### src/do_seq_pkg.sv
// Purpose: shared constants and types for the output pattern sequencer
// Assumes: one 20 MHz clock, synchronous inputs
// Notes: fifo depth and widths are defaults, sized by module parameters
package do_seq_pkg;
    // data width of one output sample
    localparam int unsigned DATA_W = 8;
    // fifo depth in samples (full capacity, low slots)
    localparam int unsigned FIFO_DEPTH = 16;
    // index width of the fifo
    localparam int unsigned IDX_W = 4;
    // count width, one more than index
    localparam int unsigned CNT_W = 5;
    // finite sample count width
    localparam int unsigned SCNT_W = 16;
    // fifo space lost by a parallel module in a high slot
    localparam logic [CNT_W-1:0] HIGH_SLOT_LOSS = 5'h08;
    // first slot number that counts as a high slot
    localparam logic [3:0] HIGH_SLOT_FIRST = 4'h5;
    // last valid slot number
    localparam logic [3:0] HIGH_SLOT_LAST = 4'h8;
    // clock rate of the sequencer clock i_clock
    localparam int unsigned CLK_HZ = 20000000;
    // continuous data modes
    typedef enum logic [1:0] {
        MODE_REGEN,
        MODE_ONBOARD,
        MODE_NOREGEN
    } regen_mode_t;
    // task configuration as one carrier
    typedef struct packed {
        logic hw_timed;     // clock-paced task
        logic buffered;     // task uses the buffer
        logic continuous;   // continuous sample mode
        logic [1:0] regen;  // regen_mode_t value
        logic ext_clock;    // sample clock from external input
        logic use_trig;     // wait for start trigger edge
        logic trig_fall;    // start on falling edge
        logic trig_analog;  // start source is analog comparison
        logic pause_en;     // pause trigger in use
        logic pause_low;    // pause active when low
        logic pause_analog; // pause source is analog comparison
        logic par_mod;      // task uses a parallel-type module
        logic ser_mod;      // task uses a serial-type module
        logic [3:0] slot;   // slot of a parallel module
    } task_cfg_t;
endpackage

### src/do_seq_top.sv
// Purpose: digital output pattern sequencer, host data to output modules
// Assumes: all inputs synchronous to i_clock, host keeps feeding in
//          non-regeneration mode
// Notes: hardware-timed samples always pass the fifo before reaching o_hw_data
// How it works
// - refuse clock-paced task without buffer
// - host data enters fifo before output
// - finite mode emits set count then halts
// - continuous mode runs until stop request
// - regeneration refills fifo, host writes anytime
// - onboard mode loads once, replays, refuses writes
// - onboard mode only when buffer fits fifo
// - no replay in non-regen, empty flags underflow
// - hardware timing updates on sample clock edge
// - one update per software command
// - parallel module mixes timed and untimed tasks
// - serial module in timed task refuses untimed
// - refuse timed task mixing module types
// - start and pause from terminal or analog
// - high slots shrink parallel fifo space
// - pause lets current sample finish
// - resume at once on onboard clock only
// - start on chosen trigger edge or command
`timescale 1ns/100ps
module do_seq_top #(
    parameter int unsigned W = do_seq_pkg::DATA_W,
    parameter int unsigned DEPTH = do_seq_pkg::FIFO_DEPTH,
    parameter int unsigned IW = do_seq_pkg::IDX_W,
    parameter int unsigned CW = do_seq_pkg::CNT_W,
    parameter int unsigned SW = do_seq_pkg::SCNT_W
) (
    // clock, reset, enable
    input wire logic i_clock,
    input wire logic i_nrst,
    input wire logic i_ce,
    // task configuration and control
    input wire do_seq_pkg::task_cfg_t i_cfg,
    input wire logic [SW-1:0] i_sample_count,
    input wire logic [CW-1:0] i_buffer_len,
    input wire logic i_start_cmd,
    input wire logic i_stop_cmd,
    // host data stream
    input wire logic i_host_valid,
    input wire logic [W-1:0] i_host_data,
    output logic o_host_ready,
    // software-timed write
    input wire logic i_sw_write,
    input wire logic i_sw_serial,
    input wire logic [W-1:0] i_sw_data,
    // timing sources
    input wire logic i_int_sample_clk,
    input wire logic i_ext_sample_clk,
    input wire logic i_pin_start,
    input wire logic i_analog_start,
    input wire logic i_pin_pause,
    input wire logic i_analog_pause,
    // outputs to modules
    output logic [W-1:0] o_hw_data,
    output logic o_hw_update,
    output logic [W-1:0] o_sw_data,
    output logic o_sw_update,
    // status
    output logic o_running,
    output logic o_done,
    output logic o_cfg_error,
    output logic o_underflow,
    output logic o_sw_refused
);
    typedef enum logic [1:0] {
        ST_IDLE,
        ST_ARMED,
        ST_RUN
    } seq_state_t;

    seq_state_t state_ff;
    logic start_lvl_ff;     // previous start source level
    logic clk_lvl_ff;       // previous sample clock level
    logic paused_ff;        // pause in effect
    logic resume_wait_ff;   // waiting for next clock edge to resume
    logic loaded_ff;        // onboard buffer fully loaded
    logic [SW-1:0] sent_ff; // samples emitted in finite mode
    logic [CW-1:0] limit;   // fifo capacity available to this task
    logic cfg_bad;
    logic start_src;
    logic start_edge;
    logic clk_src;
    logic clk_edge;
    logic pause_src;
    logic pause_act;
    logic replay;
    logic fifo_empty;
    logic fifo_full;
    logic [W-1:0] fifo_data;
    logic [CW-1:0] fifo_count;
    logic fifo_wr;
    logic fire;
    logic last;

    // fifo space shrinks for a parallel module in a high slot
    always_comb begin
        limit = CW'(DEPTH);
        if (i_cfg.par_mod && i_cfg.slot >= do_seq_pkg::HIGH_SLOT_FIRST &&
            i_cfg.slot <= do_seq_pkg::HIGH_SLOT_LAST) begin
            limit = CW'(DEPTH) - do_seq_pkg::HIGH_SLOT_LOSS;
        end
    end

    // configuration checks that refuse a timed task
    always_comb begin
        cfg_bad = 1'b0;
        if (i_cfg.hw_timed && !i_cfg.buffered) begin
            cfg_bad = 1'b1;
        end
        if (i_cfg.hw_timed && i_cfg.par_mod && i_cfg.ser_mod) begin
            cfg_bad = 1'b1;
        end
        if (i_cfg.continuous && i_cfg.regen == 2'(do_seq_pkg::MODE_ONBOARD)
            && i_buffer_len > limit) begin
            cfg_bad = 1'b1;
        end
    end

    // trigger and clock source selection
    assign start_src = i_cfg.trig_analog ? i_analog_start : i_pin_start;
    assign pause_src = i_cfg.pause_analog ? i_analog_pause : i_pin_pause;
    assign pause_act = i_cfg.pause_en && (pause_src ^ i_cfg.pause_low);
    assign start_edge = i_cfg.trig_fall ? (start_lvl_ff && !start_src)
                                        : (!start_lvl_ff && start_src);
    assign clk_src = i_cfg.ext_clock ? i_ext_sample_clk : i_int_sample_clk;
    assign clk_edge = clk_src && !clk_lvl_ff;
    assign replay = i_cfg.continuous &&
                    i_cfg.regen == 2'(do_seq_pkg::MODE_ONBOARD) && loaded_ff;
    // sample fires on clock edge, not paused, fifo has data
    assign fire = (state_ff == ST_RUN) && clk_edge && !paused_ff &&
                  !pause_act && !resume_wait_ff && !fifo_empty;
    assign last = !i_cfg.continuous && (sent_ff + 1'b1 == i_sample_count);
    // onboard mode takes no data after load, others take while room
    assign fifo_wr = i_host_valid && o_host_ready;

    do_seq_fifo #(
        .W(W),
        .DEPTH(DEPTH),
        .IW(IW),
        .CW(CW)
    ) u_fifo (
        .i_clock(i_clock),
        .i_nrst(i_nrst),
        .i_ce(i_ce),
        .i_flush(state_ff == ST_IDLE),
        .i_replay(replay),
        .i_limit(limit),
        .i_wr(fifo_wr),
        .i_wdata(i_host_data),
        .i_rd(fire),
        .o_rdata(fifo_data),
        .o_empty(fifo_empty),
        .o_full(fifo_full),
        .o_count(fifo_count)
    );

    // edge detector history
    always_ff @(posedge i_clock) begin
        if (!i_nrst) begin
            start_lvl_ff <= 1'b0;
            clk_lvl_ff <= 1'b0;
        end else if (i_ce) begin
            start_lvl_ff <= start_src;
            clk_lvl_ff <= clk_src;
        end
    end

    // sequencer state
    always_ff @(posedge i_clock) begin
        if (!i_nrst) begin
            state_ff <= ST_IDLE;
            o_done <= 1'b0;
            o_cfg_error <= 1'b0;
        end else if (i_ce) begin
            unique case (state_ff)
                ST_IDLE: begin
                    if (i_start_cmd) begin
                        o_done <= 1'b0;
                        o_cfg_error <= cfg_bad;
                        if (!cfg_bad && i_cfg.hw_timed) begin
                            state_ff <= i_cfg.use_trig ? ST_ARMED : ST_RUN;
                        end
                    end
                end
                ST_ARMED: begin
                    if (i_stop_cmd) begin
                        state_ff <= ST_IDLE;
                    end else if (start_edge) begin
                        state_ff <= ST_RUN;
                    end
                end
                ST_RUN: begin
                    if (i_stop_cmd) begin
                        state_ff <= ST_IDLE;
                    end else if (fire && last) begin
                        state_ff <= ST_IDLE;
                        o_done <= 1'b1;
                    end
                end
            endcase
        end
    end

    // host ready, onboard load flag
    always_ff @(posedge i_clock) begin
        if (!i_nrst) begin
            loaded_ff <= 1'b0;
            o_host_ready <= 1'b0;
        end else if (i_ce) begin
            if (state_ff == ST_IDLE) begin
                loaded_ff <= 1'b0;
            end else if (i_cfg.continuous &&
                i_cfg.regen == 2'(do_seq_pkg::MODE_ONBOARD) &&
                fifo_count + CW'(fifo_wr) >= i_buffer_len) begin
                loaded_ff <= 1'b1;
            end
            o_host_ready <= (state_ff != ST_IDLE) && !fifo_full && !replay &&
                !(fifo_wr && fifo_count + 1'b1 >= limit) &&
                !(i_cfg.continuous &&
                  i_cfg.regen == 2'(do_seq_pkg::MODE_ONBOARD) &&
                  fifo_count + CW'(fifo_wr) >= i_buffer_len);
        end
    end

    // pause handling and resume policy
    always_ff @(posedge i_clock) begin
        if (!i_nrst) begin
            paused_ff <= 1'b0;
            resume_wait_ff <= 1'b0;
        end else if (i_ce) begin
            paused_ff <= pause_act;
            if (paused_ff && !pause_act && i_cfg.ext_clock) begin
                resume_wait_ff <= 1'b1;
            end else if (clk_edge) begin
                resume_wait_ff <= 1'b0;
            end
        end
    end

    // hardware-timed output and finite count
    always_ff @(posedge i_clock) begin
        if (!i_nrst) begin
            o_hw_data <= '0;
            o_hw_update <= 1'b0;
            sent_ff <= '0;
            o_running <= 1'b0;
        end else if (i_ce) begin
            o_hw_update <= fire;
            if (fire) begin
                o_hw_data <= fifo_data;
                sent_ff <= sent_ff + 1'b1;
            end
            if (state_ff == ST_IDLE) begin
                sent_ff <= '0;
            end
            o_running <= (state_ff == ST_RUN);
        end
    end

    // underflow: empty fifo on a sample edge in non-regeneration mode
    always_ff @(posedge i_clock) begin
        if (!i_nrst) begin
            o_underflow <= 1'b0;
        end else if (i_ce) begin
            if (state_ff == ST_RUN && clk_edge && !paused_ff && !pause_act
                && !resume_wait_ff && fifo_empty && i_cfg.continuous &&
                i_cfg.regen == 2'(do_seq_pkg::MODE_NOREGEN)) begin
                o_underflow <= 1'b1;
            end else if (i_start_cmd && state_ff == ST_IDLE) begin
                o_underflow <= 1'b0;
            end
        end
    end

    // software-timed writes, serial module locked while a timed task runs
    always_ff @(posedge i_clock) begin
        if (!i_nrst) begin
            o_sw_data <= '0;
            o_sw_update <= 1'b0;
            o_sw_refused <= 1'b0;
        end else if (i_ce) begin
            o_sw_update <= 1'b0;
            o_sw_refused <= 1'b0;
            if (i_sw_write) begin
                if (i_sw_serial && state_ff != ST_IDLE) begin
                    o_sw_refused <= 1'b1;
                end else begin
                    o_sw_data <= i_sw_data;
                    o_sw_update <= 1'b1;
                end
            end
        end
    end

    // each accepted command gives an update with its data next cycle
    a_sw_one_update: assert property (@(posedge i_clock) disable iff (!i_nrst)
        i_ce && i_sw_write && !(i_sw_serial && state_ff != ST_IDLE)
        |=> o_sw_update && o_sw_data == $past(i_sw_data))
        else $error("software write gave no update");
    a_serial_refused: assert property (@(posedge i_clock) disable iff (!i_nrst)
        i_ce && i_sw_write && i_sw_serial && state_ff == ST_RUN
        |=> o_sw_refused && !o_sw_update)
        else $error("serial write taken during timed task");
    a_unbuf_refused: assert property (@(posedge i_clock) disable iff (!i_nrst)
        i_ce && state_ff == ST_IDLE && i_start_cmd && i_cfg.hw_timed &&
        !i_cfg.buffered |=> state_ff == ST_IDLE && o_cfg_error)
        else $error("unbuffered timed task started");
    a_mixed_refused: assert property (@(posedge i_clock) disable iff (!i_nrst)
        i_ce && state_ff == ST_IDLE && i_start_cmd && i_cfg.hw_timed &&
        i_cfg.par_mod && i_cfg.ser_mod |=> state_ff == ST_IDLE)
        else $error("mixed module timed task started");
    a_finite_halt: assert property (@(posedge i_clock) disable iff (!i_nrst)
        i_ce && fire && last && !i_stop_cmd
        |=> state_ff == ST_IDLE ##1 !o_hw_update)
        else $error("finite generation did not halt");
    a_pause_blocks: assert property (@(posedge i_clock) disable iff (!i_nrst)
        i_ce && pause_act |=> !o_hw_update)
        else $error("update while paused");
    a_ext_resume: assert property (@(posedge i_clock) disable iff (!i_nrst)
        i_ce && $fell(paused_ff) && i_cfg.ext_clock |-> !fire)
        else $error("external clock resumed without edge");
    a_onboard_closed: assert property (@(posedge i_clock)
        disable iff (!i_nrst) replay |-> !fifo_wr)
        else $error("fifo written after onboard load");
    a_underflow_flag: assert property (@(posedge i_clock)
        disable iff (!i_nrst) i_ce && state_ff == ST_RUN && clk_edge &&
        !paused_ff && !pause_act && !resume_wait_ff && fifo_empty &&
        i_cfg.continuous && i_cfg.regen == 2'(do_seq_pkg::MODE_NOREGEN)
        |=> o_underflow)
        else $error("underflow not flagged");
endmodule

### src/do_seq_fifo.sv
// Purpose: flip-flop fifo with optional replay of its loaded content
// Assumes: writes and reads are gated by the caller
// Notes: replay keeps data, the read index wraps to the first sample
`timescale 1ns/100ps
module do_seq_fifo #(
    parameter int unsigned W = 8,
    parameter int unsigned DEPTH = 16,
    parameter int unsigned IW = 4,
    parameter int unsigned CW = 5
) (
    // clock, reset, enable
    input wire logic i_clock,
    input wire logic i_nrst,
    input wire logic i_ce,
    // control
    input wire logic i_flush,
    input wire logic i_replay,
    input wire logic [CW-1:0] i_limit,
    // write side
    input wire logic i_wr,
    input wire logic [W-1:0] i_wdata,
    // read side
    input wire logic i_rd,
    output logic [W-1:0] o_rdata,
    output logic o_empty,
    output logic o_full,
    output logic [CW-1:0] o_count
);
    logic [W-1:0] mem_ff [DEPTH]; // sample storage
    logic [IW-1:0] wr_ff;         // write index
    logic [IW-1:0] rd_ff;         // read index
    logic [CW-1:0] cnt_ff;        // samples held (or loaded, in replay)
    logic [CW-1:0] pos_ff;        // replay position
    logic do_wr;
    logic do_rd;

    assign o_empty = (cnt_ff == '0);
    assign o_full = (cnt_ff >= i_limit);
    assign o_count = cnt_ff;
    assign o_rdata = mem_ff[rd_ff];
    assign do_wr = i_wr && !o_full && !i_replay;
    assign do_rd = i_rd && !o_empty;

    // storage write
    always_ff @(posedge i_clock) begin
        if (i_ce && do_wr) begin
            mem_ff[wr_ff] <= i_wdata;
        end
    end

    // indices and count
    always_ff @(posedge i_clock) begin
        if (!i_nrst || (i_ce && i_flush)) begin
            wr_ff <= '0;
            rd_ff <= '0;
            cnt_ff <= '0;
            pos_ff <= '0;
        end else if (i_ce) begin
            if (do_wr) begin
                wr_ff <= wr_ff + 1'b1;
            end
            if (i_replay) begin
                // wrap to first loaded sample after the last
                if (do_rd) begin
                    if (pos_ff + 1'b1 >= cnt_ff) begin
                        pos_ff <= '0;
                        rd_ff <= '0;
                    end else begin
                        pos_ff <= pos_ff + 1'b1;
                        rd_ff <= rd_ff + 1'b1;
                    end
                end
            end else begin
                if (do_rd) begin
                    rd_ff <= rd_ff + 1'b1;
                end
                cnt_ff <= cnt_ff + CW'(do_wr) - CW'(do_rd);
            end
        end
    end
endmodule

### config.mk
export PLATFORM = sky130hd
export DESIGN_NAME = do_seq_top
export DESIGN_NICKNAME = d
export VERILOG_FILES = /design/src/do_seq_pkg.sv /design/src/do_seq_top.sv /design/src/do_seq_fifo.sv
export SDC_FILE = /design/constraint.sdc
export NUM_CORES = 1
export LEC_CHECK = 0
export BUFFER_PORTS_ARGS = -buffer_cell sky130_fd_sc_hd__buf_2
export CAP_MARGIN = 25
export CORE_MARGIN = 3
export CORE_UTILIZATION = 31
export CTS_CLUSTER_DIAMETER = 60
export DETAILED_ROUTE_END_ITERATION = 12
export PLACE_DENSITY = 0.44
export SLEW_MARGIN = 20
export SYNTH_ARGS = -nofsm -noshare
export SYNTH_HDL_FRONTEND = slang
export SYNTH_SLANG_ARGS = --single-unit
### constraint.sdc
create_clock -name i_clock -period 4.1 [get_ports i_clock]
set_input_delay 0.205 -clock i_clock [delete_from_list [all_inputs] [get_ports i_clock]]
set_output_delay 0.205 -clock i_clock [all_outputs]
set_load 0.02 [all_outputs]
==> summary by stage <==
Placement
Prior to clock tree synthesis, the placed netlist has a worst setup slack of 0.552 ns. Once detailed placement completed, the half-perimeter wirelength came to 15.9 mm. At the end of routability-driven placement, the weighted congestion stood at 0.793. The total of buffers placed on input and output ports is 92.

Detailed routing
The final wirelength is 23.1 mm. After detailed routing, the average wire length per cell comes to 18.5 um. The number of vias per cell is 4.84. The first detailed-routing pass took 5 iterations.

For this run, design rule violations remaining after detail routing come to 0. For this block, the initial DRC count from the detailed router was 460. Once detail routing completed, the nets flagged for antenna violations numbered 0. The total via count after detailed routing is 6,037.

Critical path
The worst setup path is captured at a flop. The startpoint type of the worst setup path is a flop. The required time of the worst setup path is 4.46 ns. The worst setup path is of the reg -> reg kind. The most numerous cell type found on the critical path is sky130_fd_sc_hd__inv_1. The critical path arrival is 3.79 ns. For this run, the slowest stage of the critical path takes 0.53 ns. The maximum net fanout on the critical path is 6. Walking the worst path, the cells encountered are inv_1 > ha_1 > or4b_1 > nand4bb_1 > a21oi_4 > ha_1 > inv_1 > ha_1 > inv_1 > fa_1 > inv_1 > a21oi_1 > nor2_1 > nor2_1 > xnor2_1 > or3_1 > a21oi_1.

The slowest stage of the critical path belongs to the cell sky130_fd_sc_hd__or4b_1.

Power
The combinational share of power is 5.5%. The analysis attributes to cell leakage a power of 0.00379 uW. The internal portion of total power is 3030 uW. Net switching is 25.8% of the power.

IR analysis of the VDD net gives a maximum drop of 0.208 mV. Sequential cells account for 51.2% of the total power. Power spread over the standard cell area amounts to 381 nW/um2. The clock network burns 43.3% of the power. The net switching component of the power is 1050 uW.

Clocking
The clock transition at the register clock pins on the worst setup and hold paths after CTS is 0.08 ns. The number of gates given a new drive strength after cts is 0. Counting the buffers created by CTS gives 17. Counting every sink on the clock net gives 193.

The clock tree from TritonCTS is yes. The H-tree generated during clock tree synthesis spans 4 levels. The clock latency on the worst-skew pair is 0.44 ns. The clock passes through at most 2 buffers. The library cell used as clock root buffer is sky130_fd_sc_hd__clkbuf_16.

Final layout
The repair_antennas step left the layout with diodes totalling 0. The multi-input combinational cells in the finished layout cover a total of 3710 um2. The area growth from synthesis to layout is 17.4%. The share of layout cells above drive strength 1 is 20.9%. In the layout the commonest cells are 128 x sky130_fd_sc_hd__edfxtp_1, 92 x sky130_fd_sc_hd__buf_2, 65 x sky130_fd_sc_hd__nor2_1, 64 x sky130_fd_sc_hd__dfxtp_1, 50 x sky130_fd_sc_hd__nand2_1. The filler cell count is 2,845.

For this run, the post-layout net count is 956. Registers take 5150 um2. The library cell used most frequently in the layout, excluding fill and tap cells, is sky130_fd_sc_hd__edfxtp_1.

Synth
The proportion of synthesized flip-flops having asynchronous set or reset is 0%. The leading register cell type out of synthesis is sky130_fd_sc_hd__edfxtp_1. The net count after synthesis is 861. The cell accounting for the most synthesized area is sky130_fd_sc_hd__edfxtp_1. The number of synthesis warnings is 0. The number of enable-type register cells in the synthesized netlist is 128. The post-synthesis sequential element count is 193. Sequential cells were found to cover 56.4% of the synthesized design area.

The count of unique library cells instantiated by Yosys is 67. By area the synthesized netlist is led by sky130_fd_sc_hd__edfxtp_1 42%, sky130_fd_sc_hd__dfxtp_1 14%, sky130_fd_sc_hd__ha_1 4.9%, sky130_fd_sc_hd__mux2i_1 4.3%, sky130_fd_sc_hd__mux4_2 4.0%. The share of the synthesized area in the top cell type is 42.1%. The average instance area after synthesis is 12.1 um2.

The synthesized instance count is 755. After synthesis the cells add up to 9120 um2.

GRT
For this run, the total global-route usage over all layers was measured as 14.9%. The global-route wire length before repair is 35.7 mm. The via count of the first global-routing pass is 5,936. Summed over all layers, the global routing overflow is 0. The initial antenna violation count is 0. Entering global routing, the biggest net connects 24 pins.

Timing
The number of endpoints with negative hold slack in the final report is 0. In the final timing run, aggregate negative setup slack is 0 ns. At the pin with the least slew margin, the transition time is 0.889 ns. Setup violations remaining at the end of the flow were counted as 0. The fmax is 292 MHz. Across all setup checks in the final design, the least slack found is 0.676 ns. The final number of max-transition violations is 0. The share of the cycle needed by the critical path after routing is 83.5%. The minimum clock period is 3.42 ns. Setup repair after global routing left no endpoint under its margin.

For the final database, setup skew stands at 0.0177 ns. The worst pin sits at a relative slew slack of 40.7%.

Floorplan
The number of placement rows is 62. For this configuration, the core starts out at a cell density of 31.6%. The core region area is 28,900 um2. The area enclosed by the die boundary is 31,500 um2. The width of the chip is 178 um. Measured along the y axis, the die boundary spans 178 um. For this design the top-level I/O count stands at 93.

Outcome
The flow ran to the end, and the final reports show no timing, DRC or antenna violations.

Flow run
The tool flagged a number of max-cap violations equal to 0.

Hold path
The type of the tightest min-delay check is in -> reg.
[state kept, by name (all words and copies together) (netlist names), 2 cells and up]
| signal | cells |
|---|---|
| o_hw_data | 8 |
| u_fifo.mem_ff | 128 |
| sent_ff | 16 |
| u_fifo.rd_ff | 4 |
| o_sw_data | 8 |
| u_fifo.wr_ff | 4 |
| u_fifo.pos_ff | 5 |
| state_ff | 2 |
| u_fifo.o_count | 5 |
[stage by stage]
step | instances | utilization [%] | power [uW] | cell area, um2 | hold slack (ns)
after floorplan | 755 | - | 2250 | 9120 | 0.304
after global placement | 1207 | 34.6 | 2350 | 9980 | 0.442
final | 1247 | 37.1 | 4080 | 10700 | 0.0128
after CTS | 1247 | 37.1 | 4140 | 10700 | 0.00173
after detailed placement | 1209 | 34.7 | 2360 | 10000 | 0.450
after global routing | 1247 | 37.1 | 4250 | 10700 | 0.0239
[synth_stat cells, types with 10 or more instances]
cell and n:
sky130_fd_sc_hd__o21ai_0 45, sky130_fd_sc_hd__mux2i_1 39, sky130_fd_sc_hd__nor2_1 65, sky130_fd_sc_hd__ha_1 36, sky130_fd_sc_hd__xnor2_1 26, sky130_fd_sc_hd__nor3_1 10, sky130_fd_sc_hd__mux4_2 16, sky130_fd_sc_hd__inv_1 24
sky130_fd_sc_hd__clkbuf_1 20, sky130_fd_sc_hd__buf_2 10, sky130_fd_sc_hd__xor2_1 19, sky130_fd_sc_hd__dfxtp_1 65, sky130_fd_sc_hd__nand4_1 10, sky130_fd_sc_hd__a21oi_1 41, sky130_fd_sc_hd__nand2_1 50, sky130_fd_sc_hd__edfxtp_1 128
sky130_fd_sc_hd__nand3_1 21
[final timing paths]
kind | cells after the start | start | to | slack, ns
max | 17 | u_fifo.o_count[3]$_SDFFE_PP0P_ | u_fifo.o_count[4]$_SDFFE_PP0P_ | 0.68
min | 3 | i_sw_data[4] | o_sw_data[4]$_SDFFE_PN0P_ | 0.01
max reg2reg | 17 | u_fifo.o_count[3]$_SDFFE_PP0P_ | u_fifo.o_count[4]$_SDFFE_PP0P_ | 0.68
min reg2reg | 2 | o_underflow$_SDFFE_PN0P_ | o_underflow$_SDFFE_PN0P_ | 0.47
[worst max-delay path: cells and delay by family (launching register included)]
family | cells | cell delay (ns)
AND/OR/NAND/NOR | 5 | 1.19
adder cells (fa/ha/maj) | 4 | 1.02
buffers and inverters | 4 | 0.39
flip-flops | 1 | 0.36
AO/OA/AOI/OAI | 3 | 0.27
XOR/XNOR | 1 | 0.12
[area by class of cell]
cell class / count / area share (%)
flip-flops and latches: 193 / 48.1
clock buffers: 17 / 3.97
inverters: 24 / 0.841
clock inverters: 15 / 2.03
repair buffers: 113 / 5.98
multi-input cells: 501 / 34.6
well taps: 384 / 4.49
[cells by family after synthesis]
kind of cell,synth area share [%]
adders and majority gates,5.16
muxes,9.34
xor gates and xnor gates,4.50
buffers and inverters,2.95
and+or+nand+nor,11.6
DFF,56.4
AOI/OAI and AO/OA,10.0
[metal layers]
metal / track usage, % / wire [um]
met1: 21.4 / 11100
met2: 23.0 / 10400
met3: 3.12 / 1210
met4: 3.80 / 320
met5: 0 / 0
[power groups by stage]
| stage | Clock (uW) | Sequential, uW | Combinational, uW |
|---|---|---|---|
| floorplan | 0 | 2140 | 112 |
| global placement | 0 | 2130 | 222 |
| detailed placement | 0 | 2130 | 223 |
| CTS | 1830 | 2090 | 229 |
| global route | 1910 | 2090 | 253 |
| finish | 1770 | 2090 | 225 |
[repair_timing]
| item | 4_1_cts | 5_1_grt |
|---|---|---|
| hold endpoints to repair | 6 | 0 |
| setup buffers | 0 | 0 |
| hold buffers | 6 | 0 |
| endpoints found under the setup margin | 0 | 0 |
No activity file was read; power rests on OpenSTA's default activity.
